<file path="src/adcs_defs.svh">
/*
 * offsets, field positions, reset values and timing counts of the converter sequencer.
 * assumes a 50 MHz ref_clk and 32-bit AXI4-Lite data with one register per aligned word.
 */
`ifndef ADCS_DEFS_SVH
`define ADCS_DEFS_SVH

// register indexes; byte address is four times the index
`define ADCS_IDX_RESULT 8'h1e
`define ADCS_IDX_CTRL 8'h1f
`define ADCS_IDX_PCFG 8'h20
`define ADCS_IDX_PORT 8'h21
`define ADCS_IDX_ISTAT 8'h22
`define ADCS_IDX_IMASK 8'h23
`define ADCS_IDX_FLAGS 8'h24

// converter_control fields
`define ADCS_CTRL_CS_HI 7
`define ADCS_CTRL_CS_LO 6
`define ADCS_CTRL_CH_HI 5
`define ADCS_CTRL_CH_LO 3
`define ADCS_CTRL_GO 2
`define ADCS_CTRL_ON 0
`define ADCS_CTRL_RST 8'h00
`define ADCS_CTRL_WMASK 8'hf9

// port_analog_config fields
`define ADCS_PCFG_ANA_HI 4
`define ADCS_PCFG_VREF 7
`define ADCS_PCFG_RST 8'h00
`define ADCS_PCFG_WMASK 8'h9f

// interrupt and flag bits
`define ADCS_IRQ_DONE 0
`define ADCS_FLAG_TADSHORT 0

// timing
`define ADCS_CLK_NS 20
`define ADCS_TAD_MIN_NS 1600
`define ADCS_TAD_MIN_CYC ((`ADCS_TAD_MIN_NS + `ADCS_CLK_NS - 1) / `ADCS_CLK_NS)
`define ADCS_HALF_DIV2 5'd1
`define ADCS_HALF_DIV8 5'd4
`define ADCS_HALF_DIV32 5'd16
`define ADCS_CONV_HALVES 5'd19
`define ADCS_NUM_CH 3'd5

`endif

</file>
<file path="src/adcs_pkg.sv">
/*
 * types shared by the converter sequencer files.
 * assumes adcs_defs.svh supplies all numeric constants.
 */
package adcs_pkg;
    // conversion clock source
    typedef enum logic [1:0] {
        CLK_DIV2 = 2'h0,
        CLK_DIV8 = 2'h1,
        CLK_DIV32 = 2'h2,
        CLK_RC = 2'h3
    } adcs_clksel_t;
    // successive approximation sequencer states
    typedef enum {SAR_IDLE, SAR_RUN} adcs_sar_t;
    // AXI answer code
    typedef logic [1:0] adcs_resp_t;
endpackage : adcs_pkg

</file>
<file path="src/adcs_sar_engine.sv">
/*
 * successive approximation sequencer: one conversion of 9.5 bit periods counted in half periods.
 * assumes halfTick is a one-cycle pulse per half bit period and cmpHigh is the comparator verdict
 * for the trial code presented on trialCode.
 */
`timescale 1ns/100ps
`include "adcs_defs.svh"
module adcs_sar_engine (
    input wire logic ref_clk, // core clock
    input wire logic nrst, // async reset, active low
    input wire logic enable, // converter powered
    input wire logic start, // one-cycle start request
    input wire logic halfTick, // half bit period pulse
    input wire logic cmpHigh, // input at or above trial code
    output logic busy, // conversion running
    output logic [7:0] trialCode, // code for the comparator
    output logic done, // one-cycle completion pulse
    output logic [7:0] result // final code, valid with done
);
    import adcs_pkg::*;

    adcs_sar_t state_r; // sequencer state
    logic [4:0] halfCnt_r; // half periods elapsed
    logic [7:0] bitPtr_r; // bit under trial, one-hot
    logic [7:0] trial_r; // trial code

    assign busy = (state_r == SAR_RUN);
    assign trialCode = trial_r;
    assign result = trial_r;

    // state and half-period count; power loss abandons the conversion
    always_ff @(posedge ref_clk or negedge nrst) begin
        if (!nrst) begin
            state_r <= SAR_IDLE;
            halfCnt_r <= 5'h00;
        end else if (!enable) begin
            state_r <= SAR_IDLE;
            halfCnt_r <= 5'h00;
        end else begin
            unique case (state_r)
                SAR_IDLE: begin
                    if (start) begin
                        state_r <= SAR_RUN;
                        halfCnt_r <= 5'h00;
                    end
                end
                SAR_RUN: begin
                    if (halfTick) begin
                        if (halfCnt_r == `ADCS_CONV_HALVES - 5'd1) begin
                            state_r <= SAR_IDLE;
                        end
                        halfCnt_r <= halfCnt_r + 5'd1;
                    end
                end
            endcase
        end
    end

    // bit decisions on the even half periods 2..16, one bit each
    always_ff @(posedge ref_clk or negedge nrst) begin
        if (!nrst) begin
            trial_r <= 8'h00;
            bitPtr_r <= 8'h00;
        end else if (start && state_r == SAR_IDLE && enable) begin
            trial_r <= 8'h80;
            bitPtr_r <= 8'h80;
        end else if (busy && halfTick && !halfCnt_r[0] && halfCnt_r >= 5'd2 && bitPtr_r != 8'h00) begin
            // keep or drop the trial bit
            trial_r <= (cmpHigh ? trial_r : (trial_r & ~bitPtr_r)) | (bitPtr_r >> 1);
            bitPtr_r <= bitPtr_r >> 1;
        end
    end

    // completion pulse in the cycle of the last half tick, so result and go clear land on one edge
    assign done = enable && busy && halfTick && (halfCnt_r == `ADCS_CONV_HALVES - 5'd1);
endmodule : adcs_sar_engine

</file>
<file path="src/adcs_sequencer.sv">
/*
 * converter sequencer control: AXI4-Lite register file, conversion clock divider,
 * channel and reference routing, result capture, done interrupt and analog port masking.
 * assumes the sample-and-hold and comparator sit outside; all inputs are synchronous to ref_clk.
 */
`timescale 1ns/100ps
`include "adcs_defs.svh"
module adcs_sequencer (
    input wire logic ref_clk, // 50 MHz core clock
    input wire logic nrst, // async reset, active low
    // AXI4-Lite slave
    input wire logic [11:0] s_axi_awaddr, // write address
    input wire logic s_axi_awvalid, // write address valid
    output logic s_axi_awready, // write address ready
    input wire logic [31:0] s_axi_wdata, // write data
    input wire logic [3:0] s_axi_wstrb, // write byte enables
    input wire logic s_axi_wvalid, // write data valid
    output logic s_axi_wready, // write data ready
    output adcs_pkg::adcs_resp_t s_axi_bresp, // write answer
    output logic s_axi_bvalid, // write answer valid
    input wire logic s_axi_bready, // write answer ready
    input wire logic [11:0] s_axi_araddr, // read address
    input wire logic s_axi_arvalid, // read address valid
    output logic s_axi_arready, // read address ready
    output logic [31:0] s_axi_rdata, // read data
    output adcs_pkg::adcs_resp_t s_axi_rresp, // read answer
    output logic s_axi_rvalid, // read data valid
    input wire logic s_axi_rready, // read data ready
    // analog side
    input wire logic rcTick, // internal RC clock, one pulse per half period
    input wire logic cmpHigh, // comparator verdict
    input wire logic [4:0] portIn, // digital levels of the five port pins
    output logic [2:0] chanSel, // analog mux select
    output logic refExternal, // reference from pin when high
    output logic converterOn, // analog power enable
    output logic sampleHold, // hold the sample while high
    output logic [7:0] trialCode, // code to the comparator
    output logic irq // level interrupt
);
    import adcs_pkg::*;

    // register decode, used by both bus paths
    function automatic logic [7:0] addrIdx(input logic [11:0] a);
        addrIdx = a[9:2];
    endfunction : addrIdx

    function automatic logic idxValid(input logic [11:0] a);
        idxValid = (a[11:10] == 2'h0) && (addrIdx(a) >= `ADCS_IDX_RESULT) && (addrIdx(a) <= `ADCS_IDX_FLAGS);
    endfunction : idxValid

    logic [7:0] ctrl_r; // converter_control storage, go bit excluded
    logic [7:0] pcfg_r; // port_analog_config
    logic [7:0] result_r; // conversion_result
    logic istat_r; // sticky done flag
    logic imask_r; // done enable
    logic [11:0] awAddr_r; // latched write address
    logic awHeld_r; // write address taken
    logic [31:0] wData_r; // latched write data
    logic [3:0] wStrb_r; // latched byte enables
    logic wHeld_r; // write data taken
    logic bvalid_r; // write answer pending
    adcs_resp_t bresp_r; // write answer code
    logic rvalid_r; // read answer pending
    logic [31:0] rdata_r; // read data
    adcs_resp_t rresp_r; // read answer code
    logic [4:0] divCnt_r; // half period divider
    logic divTick; // divided half period pulse
    logic halfTick; // selected half period pulse
    logic [4:0] halfLen; // divider length for the selection; 16 needs five bits
    logic engineOn; // power seen by the engine; a control write counts its own on bit
    logic wrFire; // write performed this cycle
    logic wrCtrl; // write hits converter_control
    logic startReq; // start pulse to the engine
    logic busy; // conversion running
    logic convDone; // completion pulse
    logic [7:0] convResult; // final code
    logic [7:0] ctrlRead; // converter_control as read
    logic [4:0] portRead; // port data as read
    logic tadShort; // selected period below minimum
    logic [7:0] wByte; // low byte of the pending write

    assign wByte = wData_r[7:0];
    assign wrFire = awHeld_r && wHeld_r && !bvalid_r;
    assign wrCtrl = wrFire && idxValid(awAddr_r) && addrIdx(awAddr_r) == `ADCS_IDX_CTRL && wStrb_r[0];

    // start on go write while on
    assign startReq = wrCtrl && wByte[`ADCS_CTRL_GO] && wByte[`ADCS_CTRL_ON] && !busy;

    // AXI handshake outputs
    assign s_axi_awready = !awHeld_r;
    assign s_axi_wready = !wHeld_r;
    assign s_axi_bvalid = bvalid_r;
    assign s_axi_bresp = bresp_r;
    assign s_axi_arready = !rvalid_r;
    assign s_axi_rvalid = rvalid_r;
    assign s_axi_rdata = rdata_r;
    assign s_axi_rresp = rresp_r;

    // write address channel; held until the write is performed
    always_ff @(posedge ref_clk or negedge nrst) begin
        if (!nrst) begin
            awHeld_r <= 1'b0;
            awAddr_r <= 12'h000;
        end else if (s_axi_awvalid && !awHeld_r) begin
            awHeld_r <= 1'b1;
            awAddr_r <= s_axi_awaddr;
        end else if (wrFire) begin
            awHeld_r <= 1'b0;
        end
    end

    // write data channel; either order with the address
    always_ff @(posedge ref_clk or negedge nrst) begin
        if (!nrst) begin
            wHeld_r <= 1'b0;
            wData_r <= 32'h0000_0000;
            wStrb_r <= 4'h0;
        end else if (s_axi_wvalid && !wHeld_r) begin
            wHeld_r <= 1'b1;
            wData_r <= s_axi_wdata;
            wStrb_r <= s_axi_wstrb;
        end else if (wrFire) begin
            wHeld_r <= 1'b0;
        end
    end

    // write answer; unmapped addresses answer SLVERR and change nothing
    always_ff @(posedge ref_clk or negedge nrst) begin
        if (!nrst) begin
            bvalid_r <= 1'b0;
            bresp_r <= 2'h0;
        end else if (wrFire) begin
            bvalid_r <= 1'b1;
            bresp_r <= idxValid(awAddr_r) ? 2'h0 : 2'h2;
        end else if (s_axi_bready) begin
            bvalid_r <= 1'b0;
        end
    end

    // control storage; go is not stored, it reads back the engine state
    always_ff @(posedge ref_clk or negedge nrst) begin
        if (!nrst) begin
            ctrl_r <= `ADCS_CTRL_RST;
        end else if (wrCtrl) begin
            ctrl_r <= wByte & `ADCS_CTRL_WMASK;
        end
    end

    // port configuration: analog pin set and reference choice
    always_ff @(posedge ref_clk or negedge nrst) begin
        if (!nrst) begin
            pcfg_r <= `ADCS_PCFG_RST;
        end else if (wrFire && idxValid(awAddr_r) && addrIdx(awAddr_r) == `ADCS_IDX_PCFG && wStrb_r[0]) begin
            pcfg_r <= wByte & `ADCS_PCFG_WMASK;
        end
    end

    // interrupt mask
    always_ff @(posedge ref_clk or negedge nrst) begin
        if (!nrst) begin
            imask_r <= 1'b0;
        end else if (wrFire && idxValid(awAddr_r) && addrIdx(awAddr_r) == `ADCS_IDX_IMASK && wStrb_r[0]) begin
            imask_r <= wByte[`ADCS_IRQ_DONE];
        end
    end

    // sticky done flag; a completion in the clearing cycle wins
    always_ff @(posedge ref_clk or negedge nrst) begin
        if (!nrst) begin
            istat_r <= 1'b0;
        end else if (convDone) begin
            istat_r <= 1'b1;
        end else if (wrFire && idxValid(awAddr_r) && addrIdx(awAddr_r) == `ADCS_IDX_ISTAT && wStrb_r[0]
                     && wByte[`ADCS_IRQ_DONE]) begin
            istat_r <= 1'b0;
        end
    end

    assign irq = istat_r && imask_r;

    // result captured on the completion pulse, the same edge that drops go
    always_ff @(posedge ref_clk or negedge nrst) begin
        if (!nrst) begin
            result_r <= 8'h00;
        end else if (convDone) begin
            result_r <= convResult;
        end
    end

    // half period length for the divided sources
    always_comb begin
        unique case (adcs_clksel_t'(ctrl_r[`ADCS_CTRL_CS_HI:`ADCS_CTRL_CS_LO]))
            CLK_DIV2: halfLen = `ADCS_HALF_DIV2;
            CLK_DIV8: halfLen = `ADCS_HALF_DIV8;
            CLK_DIV32: halfLen = `ADCS_HALF_DIV32;
            CLK_RC: halfLen = `ADCS_HALF_DIV32;
        endcase
    end

    // divider restarts with each conversion so the first period is whole
    always_ff @(posedge ref_clk or negedge nrst) begin
        if (!nrst) begin
            divCnt_r <= 5'h00;
        end else if (!busy || divTick) begin
            divCnt_r <= 5'h00;
        end else begin
            divCnt_r <= divCnt_r + 5'h01;
        end
    end

    assign divTick = busy && (divCnt_r == halfLen - 5'h01);
    // the RC source needs no core clock divider, so its tick passes straight through
    assign halfTick = (ctrl_r[`ADCS_CTRL_CS_HI:`ADCS_CTRL_CS_LO] == 2'h3) ? rcTick : divTick;

    // only the RC source can meet the minimum period at this core rate; flag shown to software
    always_comb begin
        tadShort = 1'b0;
        if (ctrl_r[`ADCS_CTRL_CS_HI:`ADCS_CTRL_CS_LO] != 2'h3) begin
            tadShort = ({26'h0, halfLen, 1'b0} < 32'(`ADCS_TAD_MIN_CYC));
        end
    end

    // one write may power up and start together, so the engine sees the value being written
    assign engineOn = wrCtrl ? wByte[`ADCS_CTRL_ON] : ctrl_r[`ADCS_CTRL_ON];
    adcs_sar_engine u_sar (
        .ref_clk(ref_clk),
        .nrst(nrst),
        .enable(engineOn),
        .start(startReq),
        .halfTick(halfTick),
        .cmpHigh(cmpHigh),
        .busy(busy),
        .trialCode(trialCode),
        .done(convDone),
        .result(convResult)
    );

    // channel routing; converts whatever the code selects
    assign chanSel = ctrl_r[`ADCS_CTRL_CH_HI:`ADCS_CTRL_CH_LO];
    assign refExternal = pcfg_r[`ADCS_PCFG_VREF];
    assign converterOn = ctrl_r[`ADCS_CTRL_ON];
    assign sampleHold = busy;

    // go reads the running engine, cleared by hardware
    always_comb begin
        ctrlRead = ctrl_r;
        ctrlRead[`ADCS_CTRL_GO] = busy;
    end

    // analog pins read low on the port, one bit per pin
    genvar g;
    generate
        for (g = 0; g < 5; g++) begin : g_port
            assign portRead[g] = portIn[g] && !pcfg_r[g];
        end
    endgenerate

    // read channel; one read in flight, answered the cycle after the address
    always_ff @(posedge ref_clk or negedge nrst) begin
        if (!nrst) begin
            rvalid_r <= 1'b0;
            rdata_r <= 32'h0000_0000;
            rresp_r <= 2'h0;
        end else if (s_axi_arvalid && !rvalid_r) begin
            rvalid_r <= 1'b1;
            rresp_r <= idxValid(s_axi_araddr) ? 2'h0 : 2'h2;
            rdata_r <= 32'h0000_0000;
            if (idxValid(s_axi_araddr)) begin
                unique case (addrIdx(s_axi_araddr))
                    `ADCS_IDX_RESULT: rdata_r <= {24'h0, result_r};
                    `ADCS_IDX_CTRL: rdata_r <= {24'h0, ctrlRead};
                    `ADCS_IDX_PCFG: rdata_r <= {24'h0, pcfg_r};
                    `ADCS_IDX_PORT: rdata_r <= {27'h0, portRead};
                    `ADCS_IDX_ISTAT: rdata_r <= {31'h0, istat_r};
                    `ADCS_IDX_IMASK: rdata_r <= {31'h0, imask_r};
                    `ADCS_IDX_FLAGS: rdata_r <= {31'h0, tadShort};
                    default: rdata_r <= 32'h0000_0000;
                endcase
            end
        end else if (s_axi_rready) begin
            rvalid_r <= 1'b0;
        end
    end
endmodule : adcs_sequencer

</file>
<file path="config.mk">
export PLATFORM = sky130hd
export DESIGN_NAME = adcs_sequencer
export DESIGN_NICKNAME = d
export VERILOG_FILES = /design/src/adcs_pkg.sv /design/src/adcs_sar_engine.sv /design/src/adcs_sequencer.sv
export VERILOG_INCLUDE_DIRS = /design/src
export SDC_FILE = /design/constraint.sdc
export NUM_CORES = 1
export LEC_CHECK = 0
export BUFFER_PORTS_ARGS = -buffer_cell sky130_fd_sc_hd__buf_4
export CORE_MARGIN = 4
export CORE_UTILIZATION = 50
export CTS_CLUSTER_SIZE = 10
export DETAILED_ROUTE_END_ITERATION = 6
export PLACE_DENSITY = 0.82
export SLEW_MARGIN = 25
export SYNTH_ARGS = -nofsm -noshare
export SYNTH_HDL_FRONTEND = slang
export SYNTH_SLANG_ARGS = --single-unit
</file>
<file path="constraint.sdc">
create_clock -name ref_clk -period 5.95 [get_ports ref_clk]
set_clock_uncertainty 0.05 [all_clocks]
set_input_delay 1.19 -clock ref_clk [delete_from_list [all_inputs] [get_ports ref_clk]]
set_output_delay 1.19 -clock ref_clk [all_outputs]
set_load 0.02 [all_outputs]
</file>
### After elaboration in Yosys (flattened, before gate mapping)

Cells that the tools add are included.

* memory bits (writable): 0
* output and inout port bits: 56
* memories: 0
* bits in read-only memories: 0
* word-level logic and storage cells: 150
* bits in latches: 0
* flip-flop bits (word level): 141

* add/sub/neg operators: 3
* shift operators: 0
* bitwise operators: 3
* multipliers: 0
* eq/ne operators: 22
* divide/modulo/power cells: 0
* multiplexer cells: 32
* reduce and logical (&&, ||, !) cells: 65
* magnitude comparators: 5

Operators by type and width (number)
* 2-to-1 mux 32 bit: 5
* equality test 8 x 6 -> 1 bit, second input constant: 8
* logical NOT 32 bit: 2
* one-hot mux 32 bit (2 select lines): 1
* one-hot mux 8 bit (7 select lines): 1
* 2-to-1 mux 8 bit: 5
* logical AND 1 bit: 38
* equality test 32 x 1 -> 1 bit, second input constant: 1
* equality test 32 x 2 -> 1 bit, second input constant: 1
* equality test 8 x 5 -> 1 bit, second input constant: 3
* 2-to-1 mux 5 bit: 4
* greater-or-equal comparator 8 x 5 -> 1 bit, second input constant: 2
* less-or-equal comparator 8 x 6 -> 1 bit, second input constant: 2
* one-hot mux 5 bit (3 select lines): 1
* 2-to-1 mux 1 bit: 12
* nonzero test 2 bit: 6
* logical NOT 1 bit: 11
* adder 5 x 1 -> 5 bit, second input constant: 2
* one-hot mux 5 bit (2 select lines): 1
* inequality test 3 bit, second input constant: 3
* AND 8 bit: 1
* NOT 8 bit: 1
* OR 8 x 7 -> 8 bit: 1
* nonzero test 8 bit: 1
* 13 further kinds: 17

### Depth between registers and ports, before layout

Gate-level depths: netlist of the first run.

* depth in word-level cells: 13
* depth in mapped cells: 7
* mapped depth without buffers: 6

### Hierarchy

From an unflattened synthesis of the first run, not the netlist that was laid out.

* cell total of the unflattened synthesis: 357
* area, all modules: 4171.5 um^2

Modules (own cells, without submodules)
* adcs_sequencer: area an instance 3019.1 um^2, seq. area each 1501.4 um^2, instances 1, cells an instance 252
* adcs_sar_engine: area an instance 1152.4 um^2, seq. area each 550.5 um^2, instances 1, cells an instance 105

### Worst setup path before layout of the first run

Ideal clock, no wire load.

* kind: in2reg
* start: in s_axi_araddr[6]
* end: reg rdata_r[0], in the netlist s_axi_rdata[0]
* slack: 2752 ps
* buffers on the path: 0
* cell stages on the path: 4
* arrival: 3079 ps
* required time: 5831 ps
* cell sequence: or4b_2 -> a211o_1 -> a2111oi_2 -> a22o_1

* longest elaborated chain between the ends: 4
* elaborated cells between the ends (all ways): 13
* those cells by class: order compare: 2; eq/ne: 7; mux: 2; reduce/logical: 2

RTL lines
* start: declaration: RTL line adcs_sequencer.sv:22 `input wire logic [11:0] s_axi_araddr,`
* greater-or-equal comparator 8 x 5 -> 1 bit (no source line)
* logical AND 1 bit (2 in a row): RTL line adcs_sequencer.sv:48 `` idxValid = (a[11:10] == 2'h0) && (addrIdx(a) >= `ADCS_IDX_RESULT) && (addrIdx(a) <= `ADCS_IDX_FLAGS); ``
* 2-to-1 mux 32 bit *: RTL line adcs_sequencer.sv:268 `if (idxValid(s_axi_araddr)) begin`
* end signal: assignment: RTL line adcs_sequencer.sv:270 `` `ADCS_IDX_RESULT: rdata_r <= {24'h0, result_r}; ``
* end signal: assignment: RTL line adcs_sequencer.sv:271 `` `ADCS_IDX_CTRL: rdata_r <= {24'h0, ctrlRead}; ``
* end signal: assignment: RTL line adcs_sequencer.sv:272 `` `ADCS_IDX_PCFG: rdata_r <= {24'h0, pcfg_r}; ``
* end: declaration: RTL line adcs_sequencer.sv:64 `logic [31:0] rdata_r;`

Mark *: on every way between the ends. The rest lies on a longest branch, timed or not.
A chain may end at the register's enable or synchronous reset.

### Worst setup path after layout of the first run

* start: reg awAddr_r[11]
* end: reg result_r[6]

* longest elaborated chain between the ends: 10

RTL lines
* start: declaration: RTL line adcs_sequencer.sv:56 `logic [11:0] awAddr_r;`
* start signal: assignment: RTL line adcs_sequencer.sv:106 `awAddr_r <= s_axi_awaddr;`
* logical NOT 2 bit: RTL line adcs_sequencer.sv:48
* logical AND 1 bit (2 in a row): RTL line adcs_sequencer.sv:48
* logical AND 1 bit: RTL line adcs_sequencer.sv:84 `` assign wrCtrl = wrFire && idxValid(awAddr_r) && addrIdx(awAddr_r) == `ADCS_IDX_CTRL && wStrb_r[0]; ``
* logical AND 1 bit (no source line)
* logical AND 1 bit: RTL line adcs_sequencer.sv:84
* 2-to-1 mux 1 bit: RTL line adcs_sequencer.sv:224 `` assign engineOn = wrCtrl ? wByte[`ADCS_CTRL_ON] : ctrl_r[`ADCS_CTRL_ON]; ``
* logical AND 1 bit (3 in a row): RTL line adcs_sar_engine.sv:75 `` assign done = enable && busy && halfTick && (halfCnt_r == `ADCS_CONV_HALVES - 5'd1); ``
* end signal: assignment: RTL line adcs_sequencer.sv:186 `result_r <= convResult;`
* end: declaration: RTL line adcs_sequencer.sv:53 `logic [7:0] result_r;`

No other way between the ends.

==> results of run 1 <==
## cells by family (layout without fill, tap and decap cells)
group | count (synthesis) | count (layout) | share of synthesized area (%)
and+or+nand+nor | 104 | 104 | 14.40
AOI/OAI and AO/OA | 62 | 62 | 11.68
other | 1 | 26 | 0.09384
xor gates and xnor gates | 3 | 3 | 0.6576
buffers and inverters | 52 | 102 | 7.796
DFF | 82 | 82 | 51.35
muxes | 44 | 44 | 13.09
adders and majority gates | 3 | 3 | 0.9394
## synth_stat cells (2+ instances only)
cell and n:
mux2_4 8, nor3b_1 2, a22oi_1 4, mux2_2 34
a21oi_1 6, or3_1 3, o211ai_1 2, nand3_1 15
a22o_1 10, clkbuf_1 8, nor2b_1 4, nand2_1 27
nand4b_1 3, and3_1 2, o21ai_0 15, xor2_1 2
nand3b_1 3, or4_1 2, nor3_1 2, a21boi_0 3
dfrtp_1 82, nor4b_1 4, a32o_1 8, nor2_1 16
buf_4 29, mux2i_1 2, ha_1 3, nand4_1 11
nor4_1 2, and2_1 2, o21a_1 2, inv_1 13
## worst register-to-register path, stage by stage, from the launching register on
cell and delay [ns]:
dfrtp_1 0.39, or4_4 0.58, nor4_4 0.63, mux2i_1 0.26, or4b_1 0.83, mux2_4 0.40
## path summary, 6_finish.rpt
check,start,endpoint,slack (ns)
worst max register to register,awAddr_r[11],result_r[6],2.70
worst min register to register,istat_r,istat_r,0.45
worst min-delay path,istat_r,istat_r,0.45
worst max-delay path,awAddr_r[11],result_r[6],2.70
min in group asynchronous,nrst,u_sar.result[2],0.81
max in group asynchronous,nrst,wData_r[5],4.54
## layer usage
metal	vias to the layer above	part of all wire, %	GRT usage [%]	wire (um)
li1	1369	-	-	-
met1	1451	42	23.67	3650
met2	96	50	30.36	4301
met3	12	6.5	4.953	556
met4	0	1.2	5.964	99
met5	-	0	0	0
## flip-flops by register name, indices dropped and copies added, names as in the netlist, 5 cells and up
register,count
awAddr_r,10
result_r,8
s_axi_rdata,8
u_sar.bitPtr_r,8
u_sar.result,8
wData_r,8
ctrl_r,6
pcfg_r,6
divCnt_r,5
u_sar.halfCnt_r,5
## through the flow
| step | setup slack (ns) | util (%) |
|---|---|---|
| detailed placement | 2.387 | 58.13 |
| global route | 2.622 | 60.91 |
| finish | 2.698 | 60.91 |
| CTS | 2.652 | 60.86 |
| global placement | 2.431 | 57.97 |
| floorplan | 2.752 | - |
## report_power, final
part	switching, mW	internal, mW	leakage [nW]
sequential	0.0751	0.643	1.03
combinational	0.129	0.133	1.10
clock	0.194	0.238	0.101
## final cells by class
type | instances | area (sq um) | area share (%)
flip-flops and latches | 82 | 2052 | 43.37
multi-input cells | 242 | 1739 | 36.76
repair buffers | 73 | 551.8 | 11.66
clock buffers | 12 | 135.1 | 2.856
well taps | 102 | 127.6 | 2.698
clock inverters | 4 | 76.32 | 1.613
inverters | 13 | 48.80 | 1.031
==> results.md, run 1 <==
- Status: finished, final reports clean
- Register area share after synthesis: 51.35%
- EDFF count, synth: 0
- Most common cell after layout, fill and taps aside: dfrtp_1
- I/O pins: between 100 and 150
- Commonest cells after routing, fill and taps aside: dfrtp_1 (82), buf_4 (72), mux2_2 (34)
- PwrDens: approximately 300 nW/um^2
- Classification of the worst setup path: reg2reg
- Syn Std Cell Area: 3996 sq um
- Placed standard-cell area: 4516 sq um
- Total GRT Usage: between 15 and 20%
- Drt first pass iters: 4
- Die width: about 97 um
- Vias in the first global route: 2,883
- Final instance area: between 4000 and 5000 sq um
- Critical Path AT: between 3 and 4 ns
- Final WL: roughly 8.6 mm
- Total CTS buffers: 9
- Critical-path cell list: or4_4 -> nor4_4 -> mux2i_1 -> or4b_1 -> mux2_4
- DP HPWL: around 6.3 mm
- Starting Density: around 51%
- Total number of vias: roughly 2,900
- Least-Margin Pin Slew: 0.9363 ns
- Slowest cell on the critical path: or4b_1
- FMAX: ~310 MHz
- Clk_lat worst skew: between 0.3 and 0.4 ns
- Root buf cell: clkbuf_8
- Setup TNS: 0 ns
- CTS tree: done
- Number of fill cells: about 640
- DRT iter0 DRCs: a little under 100
- Final #Nets: between 400 and 500
- Flops & latches, synth: 82
- Area growth, synth to finish: 18.38%
- Hold WS: between 0.4 and 0.5 ns
- Final setup violating endpoints: 0
- Stages on worst setup path: 5
- CP peak stage delay: 0.83 ns
- Ratio of cells with drive above 1 in the final layout: between 30% and 40%
- Number of port buffers: slightly above 70
- Worst path top cell family by delay: simple AND/OR/NAND/NOR gates
- Largest net degree at the start of global routing: between 80 and 90
- Gr ovfl total: 0
- Post_cts resized: 0
- Initial antenna violation count: 0
- Max Cap Violations: 0
- Die extent in y: around 100 um
- RSZ-0062 raised after global routing: false
- Clock Pin Slew Worst Setup and Hold Paths: 0.08 ns
- Die area: about 9500 sq um
- Mapped Cells: between 300 and 400
- Hold/Removal Path Class: reg2reg
- Leakage power: 2.236 nW
- Setup repair bufs after CTS: 0
- DRC: 0
- Reg2Reg Depth: 5
- Drt wl/cell: around 16 um
- Post-synth cell types: 54
- Tcrit/Tclk final: a little over half
- Syn avg cell area: around 11 sq um
- Synth area leader: dfrtp_1
- Final hold vios: 0
- Synth Warn #: 0
- WP buf/inv: 0
- Pins over their slew limit: 0
- Fraction of registers with async set or reset after synthesis: 100.0%
- GP Congestion: around 0.85
- Crit end category: register
- Clock sink count: 82
- Commonest register cell after synthesis: dfrtp_1
- Cell Count, Final, Fillers Out: about 530
- Hold Buf Count CTS: 0
- Hold Path Cell Cnt: 2
- First-pass GRT wire length: 14.28 mm
- Tot Pwr: between 1 and 1.5 mW
- Slew HR: between 30% and 40%
- Dpl cells: slightly above 500
- Top cell type's share of synthesized area: 51.35%
- WP data required: between 6 and 7 ns
- Core Region: ~7800 sq um
- Clk buf depth: 2
- Row cnt: 32
- DRT antenna net count: 0
- Final Critical Period: between 3 and 4 ns
- Peak supply drop: 0.1306 mV
- Critical path peak fanout: 9
- CTS H-tree depth: 3
- Ant. Diodes: 0
- CP startpoint kind: register
- Via-per-instance ratio: about 5.5
- Synth area leaders: dfrtp_1 (51%), mux2_2 (9.6%), buf_4 (5.4%), mux2_4 (3.0%), nand2_1 (2.5%)
Power figures use the tool's default switching activity.
==> run 2, diff against run 1 <==
- clock period: 5.95 -> 3.1 ns (I/O delays scaled with it)
==> results.md, run 2 (same netlist as run 1, synthesis figures left out) <==
- GP Congestion: 0.8678 (+2.3%)
- Clk buf depth: 2 (unchanged)
- DRC: 0 (unchanged)
- DRT antenna net count: 0 (unchanged)
- Max FFs per register: 10 (unchanged)
- Total number of vias: 2,979 (+1.7%)
- Critical R2R Capture: result_r[2]
- Leakage power: 2.292 nW (+2.5%)
- I/O pins: 130 (unchanged)
- Peak supply drop: 0.2547 mV (+95%)
- Gr ovfl total: 0 (unchanged)
- Final Critical Period: 2.897 ns (-0.3550 ns)
- Tcrit/Tclk final: 93.45% (+39 points)
- Area growth, synth to finish: 20.19%
- Final hold vios: 0 (unchanged)
- Reg2reg start: awAddr_r[11]
- Reg2Reg Depth: 5 (unchanged)
- Hold/Removal Path Class: in2async
- FMAX: 345.2 MHz (+12%)
- Crit end category: register
- Critical path peak fanout: 9 (unchanged)
- Die area: 9487 sq um (unchanged)
- Final instance area: 4803 sq um (+1.5%)
- Final setup violating endpoints: 0 (unchanged)
- Status: finished, final reports clean
- Classification of the worst setup path: reg2reg
- Clock sink count: 82 (unchanged)
- Max Cap Violations: 0 (unchanged)
- Slowest cell on the critical path: or4b_1
- Initial antenna violation count: 0 (unchanged)
- Critical-path cell list: or4_4 -> nor4_4 -> mux2i_1 -> or4b_1 -> mux2_4
- CP peak stage delay: 0.82 ns (about the same)
- Most common cell after layout, fill and taps aside: dfrtp_1
- PwrDens: 577.4 nW/um^2 (+93%)
- WP data required: 3.28 ns (-2.86 ns)
- Vias in the first global route: 2,874 (-0.31%)
- Number of port buffers: 72 (unchanged)
- Largest net degree at the start of global routing: 83 (unchanged)
- Internal reg-to-reg setup slack: 0.20 ns (-2.49 ns)
- Row cnt: 32 (unchanged)
- RSZ-0062 raised after global routing: false
- Setup TNS: 0 ns (unchanged)
- Ratio of cells with drive above 1 in the final layout: 33.64% (+1.5 points)
- Core Region: 7767 sq um (unchanged)
- Slew HR: 42.10% (+5.4 points)
- DP Worst Slack: 0.1900 ns (-2.197 ns)
- Post-route setup slack: 0.2029 ns (-2.495 ns)
- CTS tree: done
- Pins over their slew limit: 0 (unchanged)
- Setup repair bufs after CTS: 0 (unchanged)
- First-pass GRT wire length: 14.12 mm (-1.1%)
- Final WL: 8.554 mm (-0.62%)
- Drt first pass iters: 5 (+1)
- CP startpoint kind: register
- DRT iter0 DRCs: 143 (+44%)
- Total CTS buffers: 9 (unchanged)
- Clock Pin Slew Worst Setup and Hold Paths: 0.09 ns (about the same)
- Total GRT Usage: 18.12% (-0.31 points)
- Hold Buf Count CTS: 0 (unchanged)
- Critical Path AT: 3.08 ns (-0.36 ns)
- Final #Nets: 506 (+1.6%)
- Via-per-instance ratio: 5.558 (+0.22%)
- Least-Margin Pin Slew: 0.8653 ns (-0.07097 ns)
- Clk_lat worst skew: 0.35 ns (about the same)
- Root buf cell: clkbuf_8
- Die extent in y: 97.40 um (unchanged)
- Ant. Diodes: 0 (unchanged)
- Largest Register: awAddr_r
- Starting Density: 51.45% (unchanged)
- Die width: 97.40 um (unchanged)
- Post_cts resized: 0 (unchanged)
- DP HPWL: 6.182 mm (-1.7%)
- CTS H-tree depth: 3 (unchanged)
- Hold WS: 0.2270 ns (-0.2275 ns)
- Placed standard-cell area: 4563 sq um (+1.1%)
- Commonest cells after routing, fill and taps aside: dfrtp_1 (82), buf_4 (80), mux2_2 (34)
- Drt wl/cell: 15.96 um (-2.1%)
[run 2: how the worst max path moves through the flow]
stage          slack (ns)           to         start
3_5_place_dp         0.19  result_r[2]  awAddr_r[11]
2_1_floorplan        0.34  result_r[0]  awAddr_r[11]
5_1_grt              0.09  result_r[3]  awAddr_r[11]
6_report             0.20  result_r[2]  awAddr_r[11]
3_3_place_gp         0.23  result_r[3]  awAddr_r[11]
4_1_cts              0.17  result_r[0]  awAddr_r[11]
[run 2: worst max-delay path, delay by kind of cell, from the launching register on]
kind             cells  cell delay (ns)
multiplexers         2             0.60
flip-flops           1             0.39
AND/OR/NAND/NOR      3             1.74
[run 2: routing by layer]
layer	part of all wire (%)	track usage, %	vias up
met4	1.1	4.579	0
met2	50	30.21	110
li1	-	-	1382
met5	0	0	-
met1	41	23.55	1477
met3	7.4	4.810	10
[run 2: layout make-up]
| type | count | area, sq um |
|---|---|---|
| fill | 616 | 2964 |
| sequential | 82 | 2052 |
| multi-input combinational | 242 | 1727 |
| timing repair buffer | 81 | 611.8 |
| clock buffer | 11 | 151.4 |
| tap | 102 | 127.6 |
| clock inverter | 5 | 85.08 |
| inverter | 13 | 48.80 |
[run 2: per-stage QoR]
step           util, %  power, mW  std cells
4_1_cts          61.79      2.792        536
2_1_floorplan        -      1.724        376
3_5_place_dp     58.75      1.898        520
5_1_grt          61.84      2.913        536
3_3_place_gp     58.75      1.874        520
6_report         61.84      2.773        536
[run 2: power breakdown]
group	internal, mW	total, mW	switching [mW]
sequential	1.23	1.38	0.145
combinational	0.255	0.504	0.249
clock	0.502	0.891	0.389
==> run 3, diff against run 2 <==
- CORE_MARGIN: 4 -> not set
- CTS_CLUSTER_DIAMETER: not set -> 100
==> results.md, run 3 (same netlist as run 1, synthesis figures left out) <==
- Switching Fraction: 30.93% (+2.7 points)
- Critical path peak fanout: 9 (unchanged)
- Ratio of cells with drive above 1 in the final layout: 33.64% (unchanged)
- Final hold vios: 0 (unchanged)
- Pins over their slew limit: 0 (unchanged)
- Classification of the worst setup path: reg2reg
- Max FFs per register: 10 (unchanged)
- DRT antenna net count: 0 (unchanged)
- Sequential Power Share: 53.3% (+3.6 points)
- Final WL: 8.397 mm (-1.8%)
- Number of port buffers: 72 (unchanged)
- Max Cap Violations: 0 (unchanged)
- GP Congestion: 0.8165 (-5.9%)
- Die extent in y: 91.40 um (-6.2%)
- WP data required: 3.29 ns (about the same)
- Hold WS: 0.2312 ns (+0.004234 ns)
- Clock share of power: 27.2% (-4.9 points)
- Core Region: 7727 sq um (-0.52%)
- Critical Path AT: 3.08 ns (about the same)
- Vias in the first global route: 2,876 (+0.070%)
- Sw power: 799.2 uW (+2.1%)
- Status: finished, final reports clean
- Hold Buf Count CTS: 0 (unchanged)
- First-pass GRT wire length: 13.92 mm (-1.4%)
- Crit end category: register
- Drt wl/cell: 15.67 um (-1.8%)
- Gate power share: 19.5% (+1.3 points)
- Final Critical Period: 2.887 ns (-0.01010 ns)
- PwrDens: 545.0 nW/um^2 (-5.6%)
- Total CTS buffers: 9 (unchanged)
- Initial antenna violation count: 0 (unchanged)
- Largest Register: awAddr_r
- Final setup violating endpoints: 0 (unchanged)
- RSZ-0062 raised after global routing: false
- Slowest cell on the critical path: or4b_1
- Final #Nets: 506 (unchanged)
- Post_cts resized: 0 (unchanged)
- CP startpoint kind: register
- Starting Density: 51.72% (+0.27 points)
- Largest net degree at the start of global routing: 83 (unchanged)
- Total number of vias: 2,973 (-0.20%)
- Commonest cells after routing, fill and taps aside: dfrtp_1 (82), buf_4 (80), mux2_2 (34)
- Clock sink count: 82 (unchanged)
- Peak supply drop: 0.2327 mV (-8.6%)
- Row cnt: 32 (unchanged)
- Clk_lat worst skew: 0.35 ns (about the same)
- Ant. Diodes: 0 (unchanged)
- CP peak stage delay: 0.81 ns (about the same)
- Clock Pin Slew Worst Setup and Hold Paths: 0.09 ns (about the same)
- FMAX: 346.4 MHz (+0.35%)
- Least-Margin Pin Slew: 0.8467 ns (-0.01866 ns)
- Critical-path cell list: or4_4 -> nor4_4 -> mux2i_1 -> or4b_1 -> mux2_4
- Clk buf depth: 2 (unchanged)
- Die width: 91.40 um (-6.2%)
- Total GRT Usage: 21.36% (+3.2 points)
- Area growth, synth to finish: 18.66%
- Leakage power: 2.262 nW (-1.3%)
- DRC: 0 (unchanged)
- CTS tree: done
- Hold/Removal Path Class: in2async
- Setup TNS: 0 ns (unchanged)
- Via-per-instance ratio: 5.547 (-0.20%)
- Tot Pwr: 2.584 mW (-6.8%)
- Critical R2R Capture: result_r[1]
- Internal power: 1.785 mW (-10%)
- Reg2reg start: awAddr_r[11]
- DRT iter0 DRCs: 178 (+24%)
- Slew HR: 43.44% (+1.3 points)
- DP Worst Slack: 0.2132 ns (+0.02328 ns)
- Most common cell after layout, fill and taps aside: dfrtp_1
- Post-route setup slack: 0.2130 ns (+0.01010 ns)
- Gr ovfl total: 0 (unchanged)
- Reg2Reg Depth: 5 (unchanged)
- CTS H-tree depth: 3 (unchanged)
- Root buf cell: clkbuf_8
- Die area: 8354 sq um (-12%)
- Internal reg-to-reg setup slack: 0.21 ns (about the same)
- Drt first pass iters: 4 (-1)
- Critical Path Start: awAddr_r[11]
- Tcrit/Tclk final: 93.13% (-0.33 points)
- Setup repair bufs after CTS: 0 (unchanged)
- I/O pins: 130 (unchanged)
- DP HPWL: 6.088 mm (-1.5%)
-- run 3: routing by layer --
layer  part of all wire, %  vias up  track usage [%]
met5                     0        -                0
met4                   2.2        0            9.392
met3                   5.3       17            3.434
met2                    49      111            35.28
met1                    43     1455            27.77
li1                      -     1390                -
-- run 3: critical path, delay by kind of cell, from the launching register on --
family | cells | cell delay [ns]
AND/OR/NAND/NOR | 3 | 1.73
flip-flops | 1 | 0.39
multiplexers | 2 | 0.59
-- run 3: cell type report --
| type | instances | area [sq um] |
|---|---|---|
| flip-flops and latches | 82 | 2052 |
| multi-input cells | 242 | 1727 |
| well taps | 102 | 127.6 |
| clock inverters | 7 | 51.30 |
| inverters | 13 | 48.80 |
| clock buffers | 9 | 123.9 |
| repair buffers | 81 | 611.8 |
| fillers | 614 | 2985 |
-- run 3: power groups by stage --
stage          logic [mW]  registers [mW]  clock network [mW]
4_1_cts             0.510            1.38               0.714
6_report            0.504            1.38               0.703
3_3_place_gp        0.491            1.38                   0
3_5_place_dp        0.507            1.40                   0
2_1_floorplan       0.356            1.37                   0
5_1_grt             0.548            1.40               0.753
-- run 3: through the flow --
stage	util, %	std cells	instance area (sq um)
floorplan	-	376	4090
global placement	59.05	520	4563
detailed placement	59.05	520	4563
CTS	61.32	536	4738
global route	61.37	536	4742
finish	61.37	536	4742
-- run 3: worst max-delay path by stage --
stage / endpoint / slack, ns / depth (start not counted)
floorplan: result_r[0] / 0.34 / 6
global placement: result_r[5] / 0.25 / 5
detailed placement: result_r[1] / 0.21 / 5
CTS: result_r[1] / 0.20 / 5
global route: result_r[3] / 0.08 / 5
finish: result_r[1] / 0.21 / 5
